**src/logic/pcp_pkg.sv**
```systemverilog
// Purpose: Shared constants and types of the parallel configuration port.
// Assumes: Single core_clk at 25 MHz; all pins arrive asynchronous.
// Notes: Function list below; tags mark the logic that carries each one.
// Function
// - Configuration mode is chosen from the two mode-select pins before loading.
// - Config clock paces every mode; device drives it as master, host as slave.
// - Writes and readback on the 16-bit data bus follow config clock rising edges.
// - Completion flag is 0 while unconfigured and 1 once configured.
// - After mode sampling init line is open-drain error output, low on CRC error.
// - With upset detection on, init line never returns to user I/O.
// - Program pin low resets the whole device; source must meet minimum width.
// - Parallel data bus enabled only while active-low chip select is 0.
// - Read/write select 0 makes data pins inputs, 1 makes them outputs.
// - Read/write select changes only while deselected; otherwise an abort. The code detects the abort only in load and startup.
// - Active-low downstream select output enables the next chained device.
// - Busy output gives readback flow control and may toggle while loading.
// - Master data bus is 8 or 16 bits wide, matched by the PROM.
// - Completion pin is open-drain by default, actively driven by option.
// - Startup sequence is clocked by the config clock.
// - While deselected no inputs are taken, no outputs driven, select ignored.
// - Write direction samples pins each rising edge; read direction updates them.
// - Abort shows on busy at once; status updates at next rising edge.
// - Startup lasts at least eight config clocks; controller keeps clocking.
package pcp_pkg;

  localparam int DATA_W = 16;
  localparam int ADDR_W = 26;
  localparam int MODE_W = 2;

  // Mode-select encodings
  localparam logic [MODE_W-1:0] MODE_MASTER_PAR = 2'h0;
  localparam logic [MODE_W-1:0] MODE_SLAVE_PAR = 2'h1;

  // Timing
  localparam int CLK_PERIOD_NS = 40;
  localparam int CONFIG_CLOCK_HALF_NS = 200;
  localparam int CONFIG_CLOCK_HALF_CYC = (CONFIG_CLOCK_HALF_NS + CLK_PERIOD_NS - 1) / CLK_PERIOD_NS;
  localparam int CLEAR_CYC = 4;
  localparam int STARTUP_CYC = 8;
  localparam int CNT_W = 4;

  localparam logic [DATA_W-1:0] DATA_ZERO = 16'h0000;
  localparam logic [ADDR_W-1:0] ADDR_ZERO = 26'h0000000;
  localparam logic [ADDR_W-1:0] ADDR_ONE = 26'h0000001;
  localparam logic [CNT_W-1:0] CNT_ZERO = 4'h0;
  localparam logic [CNT_W-1:0] CNT_ONE = 4'h1;

  typedef enum logic [2:0] {
    ST_CLEAR = 3'b000,
    ST_INIT_WAIT = 3'b001,
    ST_LOAD = 3'b010,
    ST_STARTUP = 3'b011,
    ST_DONE = 3'b100,
    ST_IDLE = 3'b101
  } pcp_state_t;

  typedef struct packed {
    logic wide;
    logic [DATA_W-1:0] data;
  } pcp_word_t;

  typedef struct packed {
    logic done;
    logic crc_error;
    logic abort;
    logic mode_valid;
    logic [MODE_W-1:0] mode;
  } pcp_status_t;

endpackage : pcp_pkg

```
**src/logic/pcp_fifo.sv**
```systemverilog
// Purpose: Small valid/ready FIFO in the configuration data path.
// Assumes: DEPTH is a power of two.
// Notes: Full and empty are exact; simultaneous push and pop allowed.
`timescale 1ns/1ps
`default_nettype none
module pcp_fifo #(
  parameter int WIDTH = 17,
  parameter int DEPTH = 4
) (
  // Clock and reset
  input wire logic core_clk,
  input wire logic clear,
  // Fill side
  input wire logic in_valid,
  output logic in_ready,
  input wire logic [WIDTH-1:0] in_data,
  // Drain side
  output logic out_valid,
  input wire logic out_ready,
  output logic [WIDTH-1:0] out_data
);

  localparam int AW = $clog2(DEPTH);

  logic [WIDTH-1:0] mem_ff [DEPTH];
  logic [AW:0] wr_ptr_ff;
  logic [AW:0] rd_ptr_ff;
  wire full = (wr_ptr_ff[AW] != rd_ptr_ff[AW]) && (wr_ptr_ff[AW-1:0] == rd_ptr_ff[AW-1:0]);
  wire empty = (wr_ptr_ff == rd_ptr_ff);
  wire push = in_valid && !full;
  wire pop = out_valid && out_ready;

  assign in_ready = !full;
  assign out_valid = !empty;
  assign out_data = mem_ff[rd_ptr_ff[AW-1:0]];

  always_ff @(posedge core_clk) begin
    if (push) begin
      mem_ff[wr_ptr_ff[AW-1:0]] <= in_data;
    end
  end

  always_ff @(posedge core_clk) begin
    if (clear) begin
      wr_ptr_ff <= '0;
      rd_ptr_ff <= '0;
    end else begin
      if (push) begin
        wr_ptr_ff <= wr_ptr_ff + 1'b1;
      end
      if (pop) begin
        rd_ptr_ff <= rd_ptr_ff + 1'b1;
      end
    end
  end

endmodule : pcp_fifo
`default_nettype wire

```
**src/logic/pcp_port.sv**
```systemverilog
// Purpose: Parallel byte/halfword configuration port of the device.
// Assumes: All pins asynchronous to core_clk; slave clock well below core_clk/4.
// Notes: Program pin acts through a synchroniser, so reset lags it by two cycles.
`timescale 1ns/1ps
`default_nettype none
module pcp_port
  import pcp_pkg::*;
#(
  parameter int FIFO_DEPTH = 4,
  parameter int HALF_CYC = CONFIG_CLOCK_HALF_CYC,
  parameter int STARTUP_CYCLES = STARTUP_CYC
) (
  // Clock and reset
  input wire logic core_clk,
  input wire logic resetn,
  // Full-chip reset and mode pins
  input wire logic program_n,
  input wire logic [MODE_W-1:0] mode_sel,
  // Configuration clock pin
  input wire logic config_clock_in,
  output logic config_clock_out,
  output logic config_clock_oe,
  // Data bus pins
  input wire logic [DATA_W-1:0] data_in,
  output logic [DATA_W-1:0] data_out,
  output logic data_oe,
  input wire logic chip_select_n,
  input wire logic read_write_select,
  // Status pins
  input wire logic init_in,
  output logic init_out,
  output logic init_oe,
  output logic completion_out,
  output logic completion_oe,
  output logic downstream_select_n,
  output logic busy,
  // Flash pins
  output logic [ADDR_W-1:0] flash_addr,
  output logic flash_output_enable_n,
  output logic flash_chip_enable_n,
  output logic flash_write_enable_n,
  // Options
  input wire logic bus_width_16,
  input wire logic completion_active_drive,
  input wire logic seu_detect_enable,
  // Configuration core side
  output pcp_word_t cfg_word,
  output logic cfg_valid,
  input wire logic cfg_ready,
  input wire logic crc_error,
  input wire logic startup_cmd,
  input wire logic [DATA_W-1:0] rb_data,
  input wire logic rb_valid,
  output logic rb_ready,
  // Status
  output pcp_status_t status,
  output logic init_user_release
);

  // Two-flop synchronisers on every pin input
  logic prog_s1_ff, prog_s2_ff;
  logic config_clock_s1_ff, config_clock_s2_ff, config_clock_prev_ff;
  logic cs_s1_ff, cs_s2_ff, cs_prev_ff;
  logic rw_s1_ff, rw_s2_ff, rw_prev_ff;
  logic init_s1_ff, init_s2_ff;
  logic [MODE_W-1:0] mode_s1_ff, mode_s2_ff;
  logic [DATA_W-1:0] data_s1_ff, data_s2_ff;

  always_ff @(posedge core_clk) begin
    if (!resetn) begin
      prog_s1_ff <= 1'b0;
      prog_s2_ff <= 1'b0;
    end else begin
      prog_s1_ff <= program_n;
      prog_s2_ff <= prog_s1_ff;
    end
  end

  always_ff @(posedge core_clk) begin
    config_clock_s1_ff <= config_clock_in;
    config_clock_s2_ff <= config_clock_s1_ff;
    cs_s1_ff <= chip_select_n;
    cs_s2_ff <= cs_s1_ff;
    rw_s1_ff <= read_write_select;
    rw_s2_ff <= rw_s1_ff;
    init_s1_ff <= init_in;
    init_s2_ff <= init_s1_ff;
    mode_s1_ff <= mode_sel;
    mode_s2_ff <= mode_s1_ff;
    data_s1_ff <= data_in;
    data_s2_ff <= data_s1_ff;
  end

  // Full-chip clear from either reset source
  wire clear = !resetn || !prog_s2_ff;

  pcp_state_t state_ff, nxt_state;
  logic [MODE_W-1:0] mode_ff;
  logic mode_valid_ff;
  logic [CNT_W-1:0] cnt_ff;
  logic [CNT_W-1:0] div_ff;
  logic config_clock_lvl_ff;
  logic crc_err_ff;
  logic abort_seen_ff;
  logic abort_stat_ff;
  logic [ADDR_W-1:0] addr_ff;
  logic [DATA_W-1:0] dout_ff;

  // Decode
  wire is_master = mode_valid_ff && (mode_ff == MODE_MASTER_PAR);
  wire is_slave = mode_valid_ff && (mode_ff == MODE_SLAVE_PAR);
  wire selected = !cs_s2_ff;
  wire writing = selected && !rw_s2_ff;
  wire reading = selected && rw_s2_ff;
  wire busy_state = (state_ff == ST_LOAD) || (state_ff == ST_STARTUP);
  wire config_clock_run = busy_state || (state_ff == ST_DONE);
  wire fifo_ready;
  wire fifo_out_valid;
  wire slave_rise = is_slave && config_clock_s2_ff && !config_clock_prev_ff;
  wire master_tick = is_master && config_clock_run && (div_ff == CNT_ZERO);
  wire master_hold = !config_clock_lvl_ff && !fifo_ready && (state_ff == ST_LOAD);
  wire master_rise = master_tick && !config_clock_lvl_ff && !master_hold;
  wire config_clock_rise = slave_rise || master_rise;
  // Rule change of direction while selected during loading or startup
  wire abort_now = busy_state && selected && !cs_prev_ff && (rw_s2_ff != rw_prev_ff);
  wire take_word = config_clock_rise && writing && (state_ff == ST_LOAD) && !abort_seen_ff;
  wire rb_allowed = (state_ff == ST_DONE);
  wire rb_take = config_clock_rise && reading && rb_allowed && rb_valid;
  localparam logic [CNT_W-1:0] CNT_CALC_END = CNT_W'(STARTUP_CYCLES - 1);
  localparam logic [CNT_W-1:0] CLEAR_END = CNT_W'(CLEAR_CYC - 1);
  localparam logic [CNT_W-1:0] HALF_END = CNT_W'(HALF_CYC - 1);
  wire startup_end = (state_ff == ST_STARTUP) && config_clock_rise &&
    (cnt_ff == CNT_CALC_END);

  pcp_word_t in_word;
  assign in_word.wide = bus_width_16;
  assign in_word.data = bus_width_16 ? data_s2_ff : {8'h00, data_s2_ff[7:0]};

  pcp_fifo #(
    .WIDTH($bits(pcp_word_t)),
    .DEPTH(FIFO_DEPTH)
  ) u_fifo (
    .core_clk(core_clk),
    .clear(clear),
    .in_valid(take_word),
    .in_ready(fifo_ready),
    .in_data(in_word),
    .out_valid(fifo_out_valid),
    .out_ready(cfg_ready),
    .out_data(cfg_word)
  );
  assign cfg_valid = fifo_out_valid;

  // Sequencer
  always_comb begin
    nxt_state = state_ff;
    case (state_ff)
      ST_CLEAR: begin
        if (cnt_ff == CLEAR_END) begin
          nxt_state = ST_INIT_WAIT;
        end
      end
      ST_INIT_WAIT: begin
        if (init_s2_ff) begin
          if ((mode_s2_ff == MODE_MASTER_PAR) || (mode_s2_ff == MODE_SLAVE_PAR)) begin
            nxt_state = ST_LOAD;
          end else begin
            nxt_state = ST_IDLE;
          end
        end
      end
      ST_LOAD: begin
        if (startup_cmd) begin
          nxt_state = ST_STARTUP;
        end
      end
      ST_STARTUP: begin
        if (startup_end) begin
          nxt_state = ST_DONE;
        end
      end
      ST_DONE: nxt_state = ST_DONE;
      ST_IDLE: nxt_state = ST_IDLE;
      default: nxt_state = ST_CLEAR;
    endcase
  end

  always_ff @(posedge core_clk) begin
    if (clear) begin
      state_ff <= ST_CLEAR;
    end else begin
      state_ff <= nxt_state;
    end
  end

  // Clear and startup counter
  always_ff @(posedge core_clk) begin
    if (clear || (state_ff != nxt_state)) begin
      cnt_ff <= CNT_ZERO;
    end else if (state_ff == ST_CLEAR) begin
      cnt_ff <= cnt_ff + CNT_ONE;
    end else if ((state_ff == ST_STARTUP) && config_clock_rise) begin
      cnt_ff <= cnt_ff + CNT_ONE;
    end
  end

  // Mode capture, once per attempt
  always_ff @(posedge core_clk) begin
    if (clear) begin
      mode_ff <= MODE_MASTER_PAR;
      mode_valid_ff <= 1'b0;
    end else if ((state_ff == ST_INIT_WAIT) && init_s2_ff) begin
      mode_ff <= mode_s2_ff;
      mode_valid_ff <= 1'b1;
    end
  end

  // Master clock divider, quiet until mode is known
  always_ff @(posedge core_clk) begin
    if (clear || !is_master || !config_clock_run) begin
      div_ff <= HALF_END;
      config_clock_lvl_ff <= 1'b0;
    end else if (div_ff == CNT_ZERO) begin
      div_ff <= HALF_END;
      if (!master_hold) begin
        config_clock_lvl_ff <= !config_clock_lvl_ff;
      end
    end else begin
      div_ff <= div_ff - CNT_ONE;
    end
  end

  // Edge and direction history
  always_ff @(posedge core_clk) begin
    if (clear) begin
      config_clock_prev_ff <= 1'b0;
      cs_prev_ff <= 1'b1;
      rw_prev_ff <= 1'b0;
    end else begin
      config_clock_prev_ff <= config_clock_s2_ff;
      cs_prev_ff <= cs_s2_ff;
      rw_prev_ff <= rw_s2_ff;
    end
  end

  // Abort: busy at once, status at next rising edge
  always_ff @(posedge core_clk) begin
    if (clear) begin
      abort_seen_ff <= 1'b0;
      abort_stat_ff <= 1'b0;
    end else begin
      if (abort_now) begin
        abort_seen_ff <= 1'b1;
      end else if (!selected) begin
        abort_seen_ff <= 1'b0;
      end
      if (config_clock_rise && (abort_seen_ff || abort_now)) begin
        abort_stat_ff <= 1'b1;
      end else if (!selected) begin
        abort_stat_ff <= 1'b0;
      end
    end
  end

  // Sticky CRC error until full reset
  always_ff @(posedge core_clk) begin
    if (clear) begin
      crc_err_ff <= 1'b0;
    end else if (crc_error && mode_valid_ff) begin
      crc_err_ff <= 1'b1;
    end
  end

  // Flash address walks with each master word
  always_ff @(posedge core_clk) begin
    if (clear) begin
      addr_ff <= ADDR_ZERO;
    end else if (take_word && is_master) begin
      addr_ff <= addr_ff + ADDR_ONE;
    end
  end

  // Readback data updated on rising edges
  always_ff @(posedge core_clk) begin
    if (clear) begin
      dout_ff <= DATA_ZERO;
    end else if (rb_take) begin
      dout_ff <= rb_data;
    end
  end

  wire done_w = (state_ff == ST_DONE);
  assign rb_ready = rb_take;
  assign data_out = dout_ff;
  assign data_oe = reading && !clear;
  assign config_clock_out = config_clock_lvl_ff;
  assign config_clock_oe = is_master && !clear;
  assign init_out = 1'b0;
  assign init_oe = (state_ff == ST_CLEAR) || clear || crc_err_ff;
  assign init_user_release = done_w && !seu_detect_enable && !crc_err_ff;
  assign completion_out = completion_active_drive ? done_w : 1'b0;
  // Active driver keeps the pin low through a full-chip clear as well
  assign completion_oe = completion_active_drive ? 1'b1 : !done_w;
  assign downstream_select_n = !(done_w && selected);
  // Flow control: abort, full buffer, or readback not ready
  assign busy = abort_now || abort_seen_ff ||
    (writing && (state_ff == ST_LOAD) && !fifo_ready) ||
    (reading && !(rb_allowed && rb_valid));
  assign flash_addr = addr_ff;
  assign flash_output_enable_n = !(is_master && (state_ff == ST_LOAD));
  assign flash_chip_enable_n = !(is_master && (state_ff == ST_LOAD));
  assign flash_write_enable_n = 1'b1;
  assign status.done = done_w;
  assign status.crc_error = crc_err_ff;
  assign status.abort = abort_stat_ff;
  assign status.mode_valid = mode_valid_ff;
  assign status.mode = mode_ff;

endmodule : pcp_port
`default_nettype wire

```
**config.mk**
```make
export PLATFORM = sky130hd
export DESIGN_NAME = pcp_port
export DESIGN_NICKNAME = d
export VERILOG_FILES = /design/src/logic/pcp_pkg.sv /design/src/logic/pcp_fifo.sv /design/src/logic/pcp_port.sv
export SDC_FILE = /design/constraint.sdc
export NUM_CORES = 1
export LEC_CHECK = 0
export BUFFER_PORTS_ARGS = -buffer_cell sky130_fd_sc_hd__buf_2
export CORE_MARGIN = 1
export CORE_UTILIZATION = 45
export CTS_CLUSTER_DIAMETER = 50
export DETAILED_ROUTE_END_ITERATION = 10
export PLACE_DENSITY_LB_ADDON = 0.3
export SYNTH_ARGS = -nofsm -noshare
export SYNTH_HDL_FRONTEND = slang
export SYNTH_SLANG_ARGS = --single-unit
```
**constraint.sdc**
```tcl
create_clock -name core_clk -period 3.7 [get_ports core_clk]
set_input_delay 0.74 -clock core_clk [delete_from_list [all_inputs] [get_ports core_clk]]
set_output_delay 0.74 -clock core_clk [all_outputs]
set_load 0.01 [all_outputs]
```
==> run_summary.xml, run 1 <==
<?xml version="1.0" encoding="UTF-8"?>
<metrics>
  <group name="status">
    <metric name="run_status" unit="">complete, no violations</metric>
  </group>
  <group name="finish">
    <metric name="finalInstanceArea" unit="um2">8260</metric>
    <metric name="area_delta_synth_final" unit="%">19.4</metric>
    <metric name="final_layout_size_suffix_gt1_share" unit="%">27.7</metric>
    <metric name="finalNetCount" unit="">745</metric>
  </group>
  <group name="floorplan">
    <metric name="die_w" unit="um">126</metric>
    <metric name="dieHeight" unit="um">126</metric>
    <metric name="floorplan.die_area" unit="um2">15900</metric>
    <metric name="io_pins" unit="">128</metric>
    <metric name="core_region_area" unit="um2">14800</metric>
    <metric name="std_cell_rows" unit="">44</metric>
    <metric name="initial_utilization" unit="%">46.9</metric>
  </group>
  <group name="timing">
    <metric name="report.final.slew_viol_count" unit="">0</metric>
    <metric name="rsz0062_at_grt" unit="">no</metric>
    <metric name="report.final.setup_viol" unit="">0</metric>
    <metric name="layout_worst_path_cycle_share" unit="%">83.4</metric>
    <metric name="max_clock_freq" unit="MHz">324</metric>
    <metric name="worst-slew-pin-transition" unit="ns">1.18</metric>
    <metric name="slew_limit_headroom" unit="%">21.3</metric>
    <metric name="timing.final.hold_violations" unit="">0</metric>
    <metric name="fin_skew" unit="ns">0.0163</metric>
    <metric name="final_period_minus_worst_setup_slack" unit="ns">3.09</metric>
    <metric name="timing.setup.tns" unit="ns">0</metric>
  </group>
  <group name="pwr">
    <metric name="power_frac_seq" unit="%">54.8</metric>
    <metric name="p_int" unit="W">0.00313</metric>
    <metric name="worst_ir_drop_vdd" unit="mV">0.359</metric>
    <metric name="combPwrFrac" unit="%">1.3</metric>
    <metric name="netSwitchingPower" unit="W">0.000787</metric>
    <metric name="power.static_leakage" unit="nW">3.05</metric>
    <metric name="power.density" unit="nW/um2">474</metric>
    <metric name="p_clk_share" unit="%">43.9</metric>
    <metric name="switching_share" unit="%">20.1</metric>
  </group>
  <group name="synthesis">
    <metric name="ys_ff_latch" unit="">185</metric>
    <metric name="top_post_synthesis_cells_by_area" unit="">dfxtp_1 34%, edfxtp_1 30%, mux4_2 5.5%</metric>
    <metric name="synth_common_cells" unit="">117 x dfxtp_1, 68 x edfxtp_1, 41 x a21oi_1</metric>
    <metric name="yosys.cell_types.count" unit="">57</metric>
    <metric name="ys_async_sr_fraction" unit="%">0</metric>
    <metric name="synth_edf_count" unit="">68</metric>
    <metric name="synth_fp_nets" unit="">622</metric>
    <metric name="ys_seq_area_share" unit="%">63.4</metric>
    <metric name="mappedNetlistArea" unit="um2">6920</metric>
    <metric name="yosysTopAreaCell" unit="">dfxtp_1</metric>
    <metric name="most_frequently_used_cell_type_in_the_post_synthesis_netlist" unit="">dfxtp_1</metric>
    <metric name="synth-main-ff-cell" unit="">dfxtp_1</metric>
    <metric name="synthesis.instances" unit="">565</metric>
    <metric name="syn_avg_cell_area" unit="um2">12.2</metric>
    <metric name="synth_largest_type_area_fraction" unit="%">33.9</metric>
    <metric name="yosys_warnings" unit="">0</metric>
  </group>
  <group name="setup_path">
    <metric name="critPathRequiredTime" unit="ns">2.96</metric>
    <metric name="critical-path-top-delay-family" unit="">simple AND/OR/NAND/NOR gates</metric>
    <metric name="worstPathArrival" unit="ns">2.35</metric>
    <metric name="critPathBufInv" unit="">2</metric>
    <metric name="crit_path_max_fanout" unit="">10</metric>
    <metric name="worstSetupStartpointType" unit="">flop</metric>
    <metric name="cp_slowest_stage_delay" unit="ns">0.43</metric>
    <metric name="timing.critical_path.to_type" unit="">primary output</metric>
    <metric name="crit_path_top_delay_cell" unit="">nor4b_2</metric>
    <metric name="critical_path.cell_chain" unit="">inv_1 &gt; ha_1 &gt; nor4b_2 &gt; nand2_2 &gt; o311a_1 &gt; nor2_1 &gt; buf_2</metric>
    <metric name="worst-setup-path-type" unit="">reg2out</metric>
  </group>
  <group name="drt">
    <metric name="drt-pass1-iter-count" unit="">5</metric>
    <metric name="route.antenna.remaining_nets" unit="">0</metric>
    <metric name="route.detailed.vias_per_inst" unit="">5.46</metric>
    <metric name="detailroute.via_count" unit="">4841</metric>
    <metric name="drc_errors" unit="">0</metric>
    <metric name="detail_route.iter0.violations" unit="">319</metric>
    <metric name="wl" unit="um">14700</metric>
    <metric name="post_drt_wl_per_cell" unit="um">16.6</metric>
  </group>
  <group name="place">
    <metric name="placement.cell_area" unit="um2">7690</metric>
    <metric name="finalWeightedCongestion" unit="">0.885</metric>
    <metric name="hpwl" unit="um">9910</metric>
    <metric name="portBuffers" unit="">125</metric>
  </group>
  <group name="clock_tree">
    <metric name="cts_tree" unit="">built</metric>
    <metric name="cts_max_level" unit="">4</metric>
    <metric name="number_of_clock_buffers_inserted_by_tritoncts" unit="">17</metric>
    <metric name="clock_tree.root_cell" unit="">clkbuf_16</metric>
    <metric name="postCtsSetupRepairBufs" unit="">0</metric>
    <metric name="ctsResizeCount" unit="">0</metric>
    <metric name="post_cts_hold_buffer_count" unit="">0</metric>
    <metric name="numClockSinks" unit="">185</metric>
    <metric name="clk_transition_reported_paths" unit="ns">0.06</metric>
    <metric name="clock_insertion_delay_at_the_later_pin_of_the_skew_report" unit="ns">0.43</metric>
    <metric name="cts-root-to-sink-buffers" unit="">2</metric>
  </group>
  <group name="global_route">
    <metric name="global_route.overflow_total" unit="">0</metric>
    <metric name="pin_count_of_the_biggest_net_entering_global_routing" unit="">58</metric>
    <metric name="grt_pass1_wl" unit="um">23500</metric>
    <metric name="number_of_global_route_vias_before_repair" unit="">4742</metric>
    <metric name="track_usage" unit="%">19.3</metric>
    <metric name="initial_antenna_violation_count" unit="">2</metric>
  </group>
  <group name="job">
    <metric name="maxCapViolCount" unit="">0</metric>
  </group>
  <group name="hold_path">
    <metric name="min-delay-path-class" unit="">reg2reg</metric>
  </group>
</metrics>
[logic make-up (layout without fill, tap and decap cells)]
kind of cell             after synthesis  count (layout)  synth area share (%)
XOR/XNOR                              11              11                  1.50
buffers and inverters                 41             177                  2.66
other                                  2               4                 0.109
adder cells (fa/ha/maj)                9               9                  1.63
flip-flops                           185             185                  63.4
AO/OA/AOI/OAI                        110             110                  10.1
AND/OR/NAND/NOR                      182             182                  13.9
multiplexers                          25              25                  6.69
[placed cells by master (no fill, tap or decap), types with 17 or more instances in the layout]
| cell type | Yosys | layout |
|---|---|---|
| nand2_1 | 30 | 29 |
| buf_2 | 3 | 125 |
| nor2_1 | 37 | 37 |
| mux4_2 | 17 | 17 |
| o21ai_0 | 30 | 30 |
| dfxtp_1 | 117 | 117 |
| edfxtp_1 | 68 | 68 |
| a21oi_1 | 41 | 41 |
| and2_1 | 18 | 18 |
| nand3_1 | 30 | 30 |
| clkbuf_16 | 0 | 17 |
[power groups by stage]
stage	clock, W	combinational, W	sequential [W]
after CTS	0.00175	0.0000528	0.00215
after detailed placement	0	0.0000524	0.00219
final	0.00172	0.0000521	0.00215
after global placement	0	0.0000504	0.00219
after floorplan	0	0.0000205	0.00219
after global routing	0.00184	0.0000578	0.00215
[area by class of cell]
| type | instances | area [um2] |
|---|---|---|
| diodes | 2 | 5.00 |
| clock buffers | 24 | 472 |
| clock inverters | 8 | 86.3 |
| fillers | 1245 | 6500 |
| inverters | 12 | 45.0 |
| multi-input cells | 339 | 2350 |
| flip-flops and latches | 185 | 4380 |
| well taps | 184 | 230 |
| repair buffers | 133 | 686 |
[sequential cells by signal (all words and copies together), names as in the netlist, 2 cells and up, named ones only]
| register | flops |
|---|---|
| data_s1_ff | 16 |
| state_ff | 3 |
| u_fifo.wr_ptr_ff | 3 |
| mode_s1_ff | 2 |
| mode_ff | 2 |
| div_ff | 4 |
| mode_s2_ff | 2 |
| u_fifo.rd_ptr_ff | 3 |
| data_s2_ff | 16 |
| flash_addr | 26 |
| u_fifo.mem_ff | 68 |
| cnt_ff | 4 |
| data_out | 16 |
[worst paths after layout]
kind                     startpoint                              to  slack (ns)  cells after the start
max            div_ff[0]$_SDFF_PP0_                        rb_ready        0.61                      7
min          data_s1_ff[11]$_DFF_P_          data_s2_ff[11]$_DFF_P_        0.32                      0
max reg2reg  state_ff[2]$_SDFF_PP0_  u_fifo.mem_ff[2][12]$_DFFE_PP_        0.89                      6
min reg2reg  data_s1_ff[11]$_DFF_P_          data_s2_ff[11]$_DFF_P_        0.32                      0
[layer usage]
layer | part of all wire, % | wire length, um | track usage [%] | vias to the layer above
li1 | - | - | - | 2323
met1 | 43 | 6290 | 22.9 | 2320
met2 | 49 | 7190 | 32.3 | 175
met3 | 6.9 | 1020 | 6.50 | 23
met4 | 1.6 | 233 | 7.94 | 0
met5 | 0 | 0 | 0 | -
[metrics by stage]
stage	hold slack [ns]	worst slack [ns]	cells	util, %	power, W
after floorplan	0.310	1.09	565	-	0.00221
after CTS	0.326	0.569	885	55.9	0.00395
after detailed placement	0.312	0.855	853	52.2	0.00224
final	0.323	0.614	887	56.0	0.00392
after global routing	0.336	0.478	885	55.9	0.00404
after global placement	0.310	0.998	853	52.2	0.00224
No activity file was read; power rests on OpenSTA's default activity.
==> run 2, diff against run 1 <==
Clock period 3.7 ns to 3.2 ns, I/O delays scaled along.
==> run_summary.xml, run 2 (synthesized netlist as in run 1, its figures left out) <==
<?xml version="1.0" encoding="UTF-8"?>
<metrics>
  <group name="status">
    <metric name="run_status" unit="">complete, no violations</metric>
  </group>
  <group name="finish">
    <metric name="layout.core_utilization" unit="%">57.2</metric>
    <metric name="mostFrequentLayoutCells" unit="">125 x buf_2, 117 x dfxtp_1, 68 x edfxtp_1</metric>
    <metric name="final_layout_size_suffix_gt1_share" unit="%">28.7</metric>
    <metric name="finalNetCount" unit="">751</metric>
    <metric name="n_fill_cell" unit="">1200</metric>
    <metric name="area_delta_synth_final" unit="%">22.0</metric>
    <metric name="largest_reg_flops" unit="">68</metric>
    <metric name="finalInstanceArea" unit="um2">8440</metric>
    <metric name="mostFrequentLayoutCell" unit="">buf_2</metric>
  </group>
  <group name="timing">
    <metric name="fin_skew" unit="ns">0.0105</metric>
    <metric name="final_period_minus_worst_setup_slack" unit="ns">2.89</metric>
    <metric name="final_worst_path_setup_slack" unit="ns">0.311</metric>
    <metric name="max_clock_freq" unit="MHz">346</metric>
    <metric name="report.final.setup_viol" unit="">0</metric>
    <metric name="timing.setup.tns" unit="ns">0</metric>
    <metric name="worst-slew-pin-transition" unit="ns">0.829</metric>
    <metric name="slew_limit_headroom" unit="%">44.7</metric>
    <metric name="timing.final.hold_violations" unit="">0</metric>
    <metric name="layout_worst_path_cycle_share" unit="%">90.3</metric>
    <metric name="rsz0062_at_grt" unit="">no</metric>
    <metric name="report.final.slew_viol_count" unit="">0</metric>
  </group>
  <group name="drt">
    <metric name="route.antenna.remaining_nets" unit="">0</metric>
    <metric name="post_drt_wl_per_cell" unit="um">17.1</metric>
    <metric name="drc_errors" unit="">0</metric>
    <metric name="route.detailed.vias_per_inst" unit="">5.46</metric>
    <metric name="wl" unit="um">15300</metric>
    <metric name="detailroute.via_count" unit="">4877</metric>
    <metric name="drt-pass1-iter-count" unit="">5</metric>
    <metric name="detail_route.iter0.violations" unit="">353</metric>
  </group>
  <group name="pwr">
    <metric name="power.static_leakage" unit="nW">3.13</metric>
    <metric name="power_frac_seq" unit="%">51.6</metric>
    <metric name="combPwrFrac" unit="%">1.3</metric>
    <metric name="p_int" unit="W">0.00383</metric>
    <metric name="p_clk_share" unit="%">47.1</metric>
    <metric name="power.density" unit="nW/um2">570</metric>
    <metric name="worst_ir_drop_vdd" unit="mV">0.458</metric>
    <metric name="netSwitchingPower" unit="W">0.000978</metric>
    <metric name="switching_share" unit="%">20.3</metric>
  </group>
  <group name="floorplan">
    <metric name="initial_utilization" unit="%">46.9</metric>
    <metric name="core_region_area" unit="um2">14800</metric>
    <metric name="die_w" unit="um">126</metric>
    <metric name="io_pins" unit="">128</metric>
    <metric name="floorplan.die_area" unit="um2">15900</metric>
    <metric name="std_cell_rows" unit="">44</metric>
    <metric name="dieHeight" unit="um">126</metric>
  </group>
  <group name="clock_tree">
    <metric name="clock_tree.root_cell" unit="">clkbuf_16</metric>
    <metric name="clock_insertion_delay_at_the_later_pin_of_the_skew_report" unit="ns">0.43</metric>
    <metric name="cts_tree" unit="">built</metric>
    <metric name="clk_transition_reported_paths" unit="ns">0.07</metric>
    <metric name="numClockSinks" unit="">185</metric>
    <metric name="post_cts_hold_buffer_count" unit="">0</metric>
    <metric name="cts-root-to-sink-buffers" unit="">2</metric>
    <metric name="number_of_clock_buffers_inserted_by_tritoncts" unit="">17</metric>
    <metric name="cts_max_level" unit="">4</metric>
  </group>
  <group name="setup_path">
    <metric name="timing.critical_path.to_type" unit="">primary output</metric>
    <metric name="crit_path_top_delay_cell" unit="">dfxtp_1</metric>
    <metric name="critical-path-top-delay-family" unit="">buffers and inverters</metric>
    <metric name="critPathRequiredTime" unit="ns">2.56</metric>
    <metric name="worst-setup-path-type" unit="">reg2out</metric>
    <metric name="critical_path.cell_chain" unit="">nand2_1 &gt; inv_1 &gt; nand4_1 &gt; buf_4 &gt; nor2_1 &gt; buf_2</metric>
    <metric name="worstPathArrival" unit="ns">2.25</metric>
    <metric name="critPathBufInv" unit="">3</metric>
    <metric name="worstSetupStartpointType" unit="">flop</metric>
    <metric name="cp_slowest_stage_delay" unit="ns">0.59</metric>
    <metric name="crit_path_max_fanout" unit="">17</metric>
  </group>
  <group name="global_route">
    <metric name="grt_pass1_wl" unit="um">24800</metric>
    <metric name="pin_count_of_the_biggest_net_entering_global_routing" unit="">58</metric>
    <metric name="track_usage" unit="%">20.4</metric>
    <metric name="initial_antenna_violation_count" unit="">2</metric>
    <metric name="number_of_global_route_vias_before_repair" unit="">4790</metric>
    <metric name="global_route.overflow_total" unit="">0</metric>
  </group>
  <group name="hold_path">
    <metric name="min-delay-path-class" unit="">in2reg</metric>
  </group>
  <group name="place">
    <metric name="hpwl" unit="um">10500</metric>
    <metric name="finalWeightedCongestion" unit="">0.877</metric>
    <metric name="dp_slack" unit="ns">0.436</metric>
    <metric name="placement.cell_area" unit="um2">7780</metric>
    <metric name="portBuffers" unit="">125</metric>
  </group>
  <group name="job">
    <metric name="maxCapViolCount" unit="">0</metric>
  </group>
</metrics>
## run 2: cell count changes in the layout (fill, tap and decap cells not counted), sizes merged
cell / previous run / this run
inv: 16 / 17
clkinvlp: 1 / 2
clkbuf: 24 / 18
clkinv: 2 / 3
buf: 133 / 139
bufinv: 1 / 4
## run 2: path summary, 6_finish.rpt
path              slack (ns)                       endpoint              startpoint  cells after the start
hold reg to reg         0.32         data_s2_ff[11]$_DFF_P_  data_s1_ff[11]$_DFF_P_                      0
setup reg to reg        0.43  u_fifo.mem_ff[0][5]$_DFFE_PP_  state_ff[2]$_SDFF_PP0_                      7
setup / recovery        0.31                       rb_ready  state_ff[2]$_SDFF_PP0_                      6
hold / removal          0.30             init_s1_ff$_DFF_P_                 init_in                      1
## run 2: worst register-to-register path, stage by stage (launching register included)
cell and delay (ns):
dfxtp_1 0.59, nand2_1 0.33, inv_1 0.30, o211ai_1 0.11, a211oi_1 0.33, buf_4 0.22, and2_1 0.39, buf_12 0.20
## run 2: cell type report
class	instances	area, um2	area share (%)
tap	184	230	2.73
antenna	2	5.00	0.0593
multi-input combinational	339	2360	28.0
inverter	12	45.0	0.534
timing repair buffer	139	768	9.11
clock buffer	18	429	5.09
clock inverter	14	215	2.55
sequential	185	4380	52.0
## run 2: through the flow
stage,hold WS (ns),instances,total power (W)
after floorplan,0.310,565,0.00255
after global placement,0.310,859,0.00259
after detailed placement,0.312,859,0.00259
after CTS,0.288,891,0.00486
after global routing,0.282,891,0.00496
final,0.305,893,0.00481
## run 2: per-layer routing
layer	GRT usage (%)	part of all wire, %	vias up
li1	-	-	2331
met4	7.87	1.4	0
met2	33.1	49	183
met5	0	0	-
met1	24.9	42	2344
met3	7.35	7.8	19
## run 2: repair_timing
item | 4_1_cts | 5_1_grt
gates resized for setup | 0 | 1
setup buffers | 0 | 0
setup endpoints to repair | 0 | 1
## run 2: power groups by stage
stage	Combinational [W]	Clock (W)	Sequential (W)
2_1_floorplan	0.0000237	0	0.00253
3_3_place_gp	0.0000595	0	0.00253
3_5_place_dp	0.0000615	0	0.00253
4_1_cts	0.0000621	0.00231	0.00248
5_1_grt	0.0000690	0.00241	0.00248
6_report	0.0000619	0.00226	0.00248
==> run 3, diff against run 2 <==
Settings changed: CORE_ASPECT_RATIO set to 1.25, SKIP_LAST_GASP set to 1.
==> run_summary.xml, run 3 (synthesized netlist as in run 1, its figures left out) <==
<?xml version="1.0" encoding="UTF-8"?>
<metrics>
  <group name="timing">
    <metric name="max_clock_freq" unit="MHz">332</metric>
    <metric name="timing.setup.tns" unit="ns">0</metric>
    <metric name="final_period_minus_worst_setup_slack" unit="ns">3.01</metric>
    <metric name="worst-slew-pin-transition" unit="ns">0.866</metric>
    <metric name="timing.final.hold_violations" unit="">0</metric>
    <metric name="slew_limit_headroom" unit="%">42.2</metric>
    <metric name="report.final.slew_viol_count" unit="">0</metric>
    <metric name="rsz0062_at_grt" unit="">no</metric>
    <metric name="layout_worst_path_cycle_share" unit="%">94.0</metric>
    <metric name="report.final.setup_viol" unit="">0</metric>
    <metric name="fin_skew" unit="ns">0.0123</metric>
  </group>
  <group name="place">
    <metric name="post-place-cells" unit="">857</metric>
    <metric name="finalWeightedCongestion" unit="">0.828</metric>
    <metric name="portBuffers" unit="">125</metric>
    <metric name="placement.cell_area" unit="um2">7740</metric>
    <metric name="hpwl" unit="um">9530</metric>
  </group>
  <group name="pwr">
    <metric name="power.static_leakage" unit="nW">3.09</metric>
    <metric name="switching_share" unit="%">19.6</metric>
    <metric name="netSwitchingPower" unit="W">0.000888</metric>
    <metric name="pwr_total" unit="W">0.00453</metric>
    <metric name="power_frac_seq" unit="%">54.7</metric>
    <metric name="power.density" unit="nW/um2">545</metric>
    <metric name="worst_ir_drop_vdd" unit="mV">0.372</metric>
    <metric name="p_clk_share" unit="%">44.0</metric>
    <metric name="p_int" unit="W">0.00365</metric>
    <metric name="combPwrFrac" unit="%">1.3</metric>
  </group>
  <group name="job">
    <metric name="maxCapViolCount" unit="">0</metric>
  </group>
  <group name="finish">
    <metric name="antenna-diode-count" unit="">0</metric>
    <metric name="n_fill_cell" unit="">1269</metric>
    <metric name="multi_input_comb_area" unit="um2">2350</metric>
    <metric name="area_delta_synth_final" unit="%">20.3</metric>
    <metric name="finalInstanceArea" unit="um2">8320</metric>
    <metric name="stdcell_count" unit="">889</metric>
    <metric name="seq_area" unit="um2">4380</metric>
    <metric name="mostFrequentLayoutCell" unit="">buf_2</metric>
    <metric name="finalNetCount" unit="">751</metric>
    <metric name="largest_reg_flops" unit="">68</metric>
    <metric name="final_layout_size_suffix_gt1_share" unit="%">28.7</metric>
    <metric name="mostFrequentLayoutCells" unit="">125 x buf_2, 117 x dfxtp_1, 68 x edfxtp_1</metric>
  </group>
  <group name="clock_tree">
    <metric name="numClockSinks" unit="">185</metric>
    <metric name="clock_tree.root_cell" unit="">clkbuf_16</metric>
    <metric name="cts-root-to-sink-buffers" unit="">2</metric>
    <metric name="cts_tree" unit="">built</metric>
    <metric name="post_cts_hold_buffer_count" unit="">0</metric>
    <metric name="postCtsSetupRepairBufs" unit="">0</metric>
    <metric name="number_of_clock_buffers_inserted_by_tritoncts" unit="">17</metric>
    <metric name="clk_transition_reported_paths" unit="ns">0.07</metric>
    <metric name="clock_insertion_delay_at_the_later_pin_of_the_skew_report" unit="ns">0.43</metric>
    <metric name="cts_max_level" unit="">4</metric>
    <metric name="ctsResizeCount" unit="">0</metric>
  </group>
  <group name="setup_path">
    <metric name="crit_path_max_fanout" unit="">10</metric>
    <metric name="worst-setup-path-type" unit="">reg2out</metric>
    <metric name="critical_path.reg2reg.startpoint" unit="">div_ff[0]$_SDFF_PP0_</metric>
    <metric name="worst-r2r-setup-slack" unit="ns">0.57</metric>
    <metric name="critical_path.cell_chain" unit="">inv_1 &gt; ha_1 &gt; nor4b_2 &gt; nand2_2 &gt; o311a_1 &gt; nor2_1 &gt; buf_2</metric>
    <metric name="worstPathArrival" unit="ns">2.37</metric>
    <metric name="worstSetupStartpointType" unit="">flop</metric>
    <metric name="worstRegToRegCells" unit="">7</metric>
    <metric name="timing.critical_path.to_type" unit="">primary output</metric>
    <metric name="r2r_end" unit="">flash_addr[16]$_SDFFE_PP0P_</metric>
    <metric name="cp_slowest_stage_delay" unit="ns">0.43</metric>
    <metric name="crit_path_top_delay_cell" unit="">nor4b_2</metric>
    <metric name="critPathRequiredTime" unit="ns">2.56</metric>
  </group>
  <group name="hold_path">
    <metric name="hold_start" unit="">data_in[1]</metric>
    <metric name="timing.hold.worst_path_depth" unit="">1</metric>
    <metric name="min-delay-path-class" unit="">in2reg</metric>
    <metric name="whs_endpoint" unit="">data_s1_ff[1]$_DFF_P_</metric>
  </group>
  <group name="drt">
    <metric name="wl" unit="um">14000</metric>
    <metric name="route.detailed.vias_per_inst" unit="">5.38</metric>
    <metric name="detailroute.via_count" unit="">4786</metric>
    <metric name="drc_errors" unit="">0</metric>
    <metric name="drt-pass1-iter-count" unit="">5</metric>
    <metric name="route.antenna.remaining_nets" unit="">0</metric>
    <metric name="post_drt_wl_per_cell" unit="um">15.8</metric>
    <metric name="detail_route.iter0.violations" unit="">326</metric>
  </group>
  <group name="floorplan">
    <metric name="die_w" unit="um">113</metric>
    <metric name="floorplan.die_area" unit="um2">15900</metric>
    <metric name="core_region_area" unit="um2">15000</metric>
    <metric name="io_pins" unit="">128</metric>
    <metric name="initial_utilization" unit="%">46.1</metric>
    <metric name="std_cell_rows" unit="">50</metric>
    <metric name="dieHeight" unit="um">141</metric>
  </group>
  <group name="status">
    <metric name="run_status" unit="">complete, no violations</metric>
  </group>
  <group name="global_route">
    <metric name="initial_antenna_violation_count" unit="">0</metric>
    <metric name="number_of_global_route_vias_before_repair" unit="">4685</metric>
    <metric name="grt_pass1_wl" unit="um">22400</metric>
    <metric name="pin_count_of_the_biggest_net_entering_global_routing" unit="">58</metric>
    <metric name="track_usage" unit="%">18.4</metric>
    <metric name="global_route.overflow_total" unit="">0</metric>
  </group>
</metrics>
## run 3: critical path, delay by kind of cell (launching register included)
family / cells / cell delay (ns)
adder cells (fa/ha/maj): 1 / 0.17
buffers and inverters: 2 / 0.22
AO/OA/AOI/OAI: 1 / 0.43
AND/OR/NAND/NOR: 3 / 0.80
flip-flops: 1 / 0.32
## run 3: worst max-delay path by stage
stage | startpoint | endpoint | slack (ns) | cells past startpoint
2_1_floorplan | div_ff[0]$_SDFF_PP0_ | u_fifo.mem_ff[3][0]$_DFFE_PP_ | 0.69 | 6
3_3_place_gp | state_ff[2]$_SDFF_PP0_ | u_fifo.mem_ff[3][1]$_DFFE_PP_ | 0.67 | 7
3_5_place_dp | div_ff[0]$_SDFF_PP0_ | flash_addr[16]$_SDFFE_PP0P_ | 0.59 | 7
4_1_cts | div_ff[0]$_SDFF_PP0_ | rb_ready | 0.17 | 7
5_1_grt | div_ff[0]$_SDFF_PP0_ | rb_ready | 0.03 | 7
6_report | div_ff[0]$_SDFF_PP0_ | rb_ready | 0.19 | 7
## run 3: power groups by stage
stage / clock network [W] / registers, W / logic, W
finish: 0.00199 / 0.00248 / 0.0000601
floorplan: 0 / 0.00253 / 0.0000237
detailed placement: 0 / 0.00253 / 0.0000607
global route: 0.00215 / 0.00248 / 0.0000665
global placement: 0 / 0.00253 / 0.0000585
CTS: 0.00204 / 0.00248 / 0.0000611
## run 3: cell type report
type                       instances  share of cell area (%)
tap                              182                    2.74
sequential                       185                    52.7
multi-input combinational        339                    28.3
clock buffer                      24                    6.30
clock inverter                     8                   0.662
inverter                          12                   0.542
timing repair buffer             139                    8.79
## run 3: per-layer routing
layer / share of wire (%) / track usage [%] / wire [um]
met5: 0 / 0 / 0
met4: 1.5 / 7.62 / 209
met2: 52 / 32.7 / 7250
met1: 41 / 20.2 / 5810
met3: 5.3 / 5.98 / 739
## run 3: per-stage QoR
stage	hold WS [ns]	util, %	worst slack [ns]
3_3_place_gp	0.310	51.5	0.673
6_report	0.308	55.4	0.190
2_1_floorplan	0.310	-	0.691
4_1_cts	0.288	55.4	0.165
3_5_place_dp	0.312	51.5	0.594
5_1_grt	0.279	55.4	0.0279
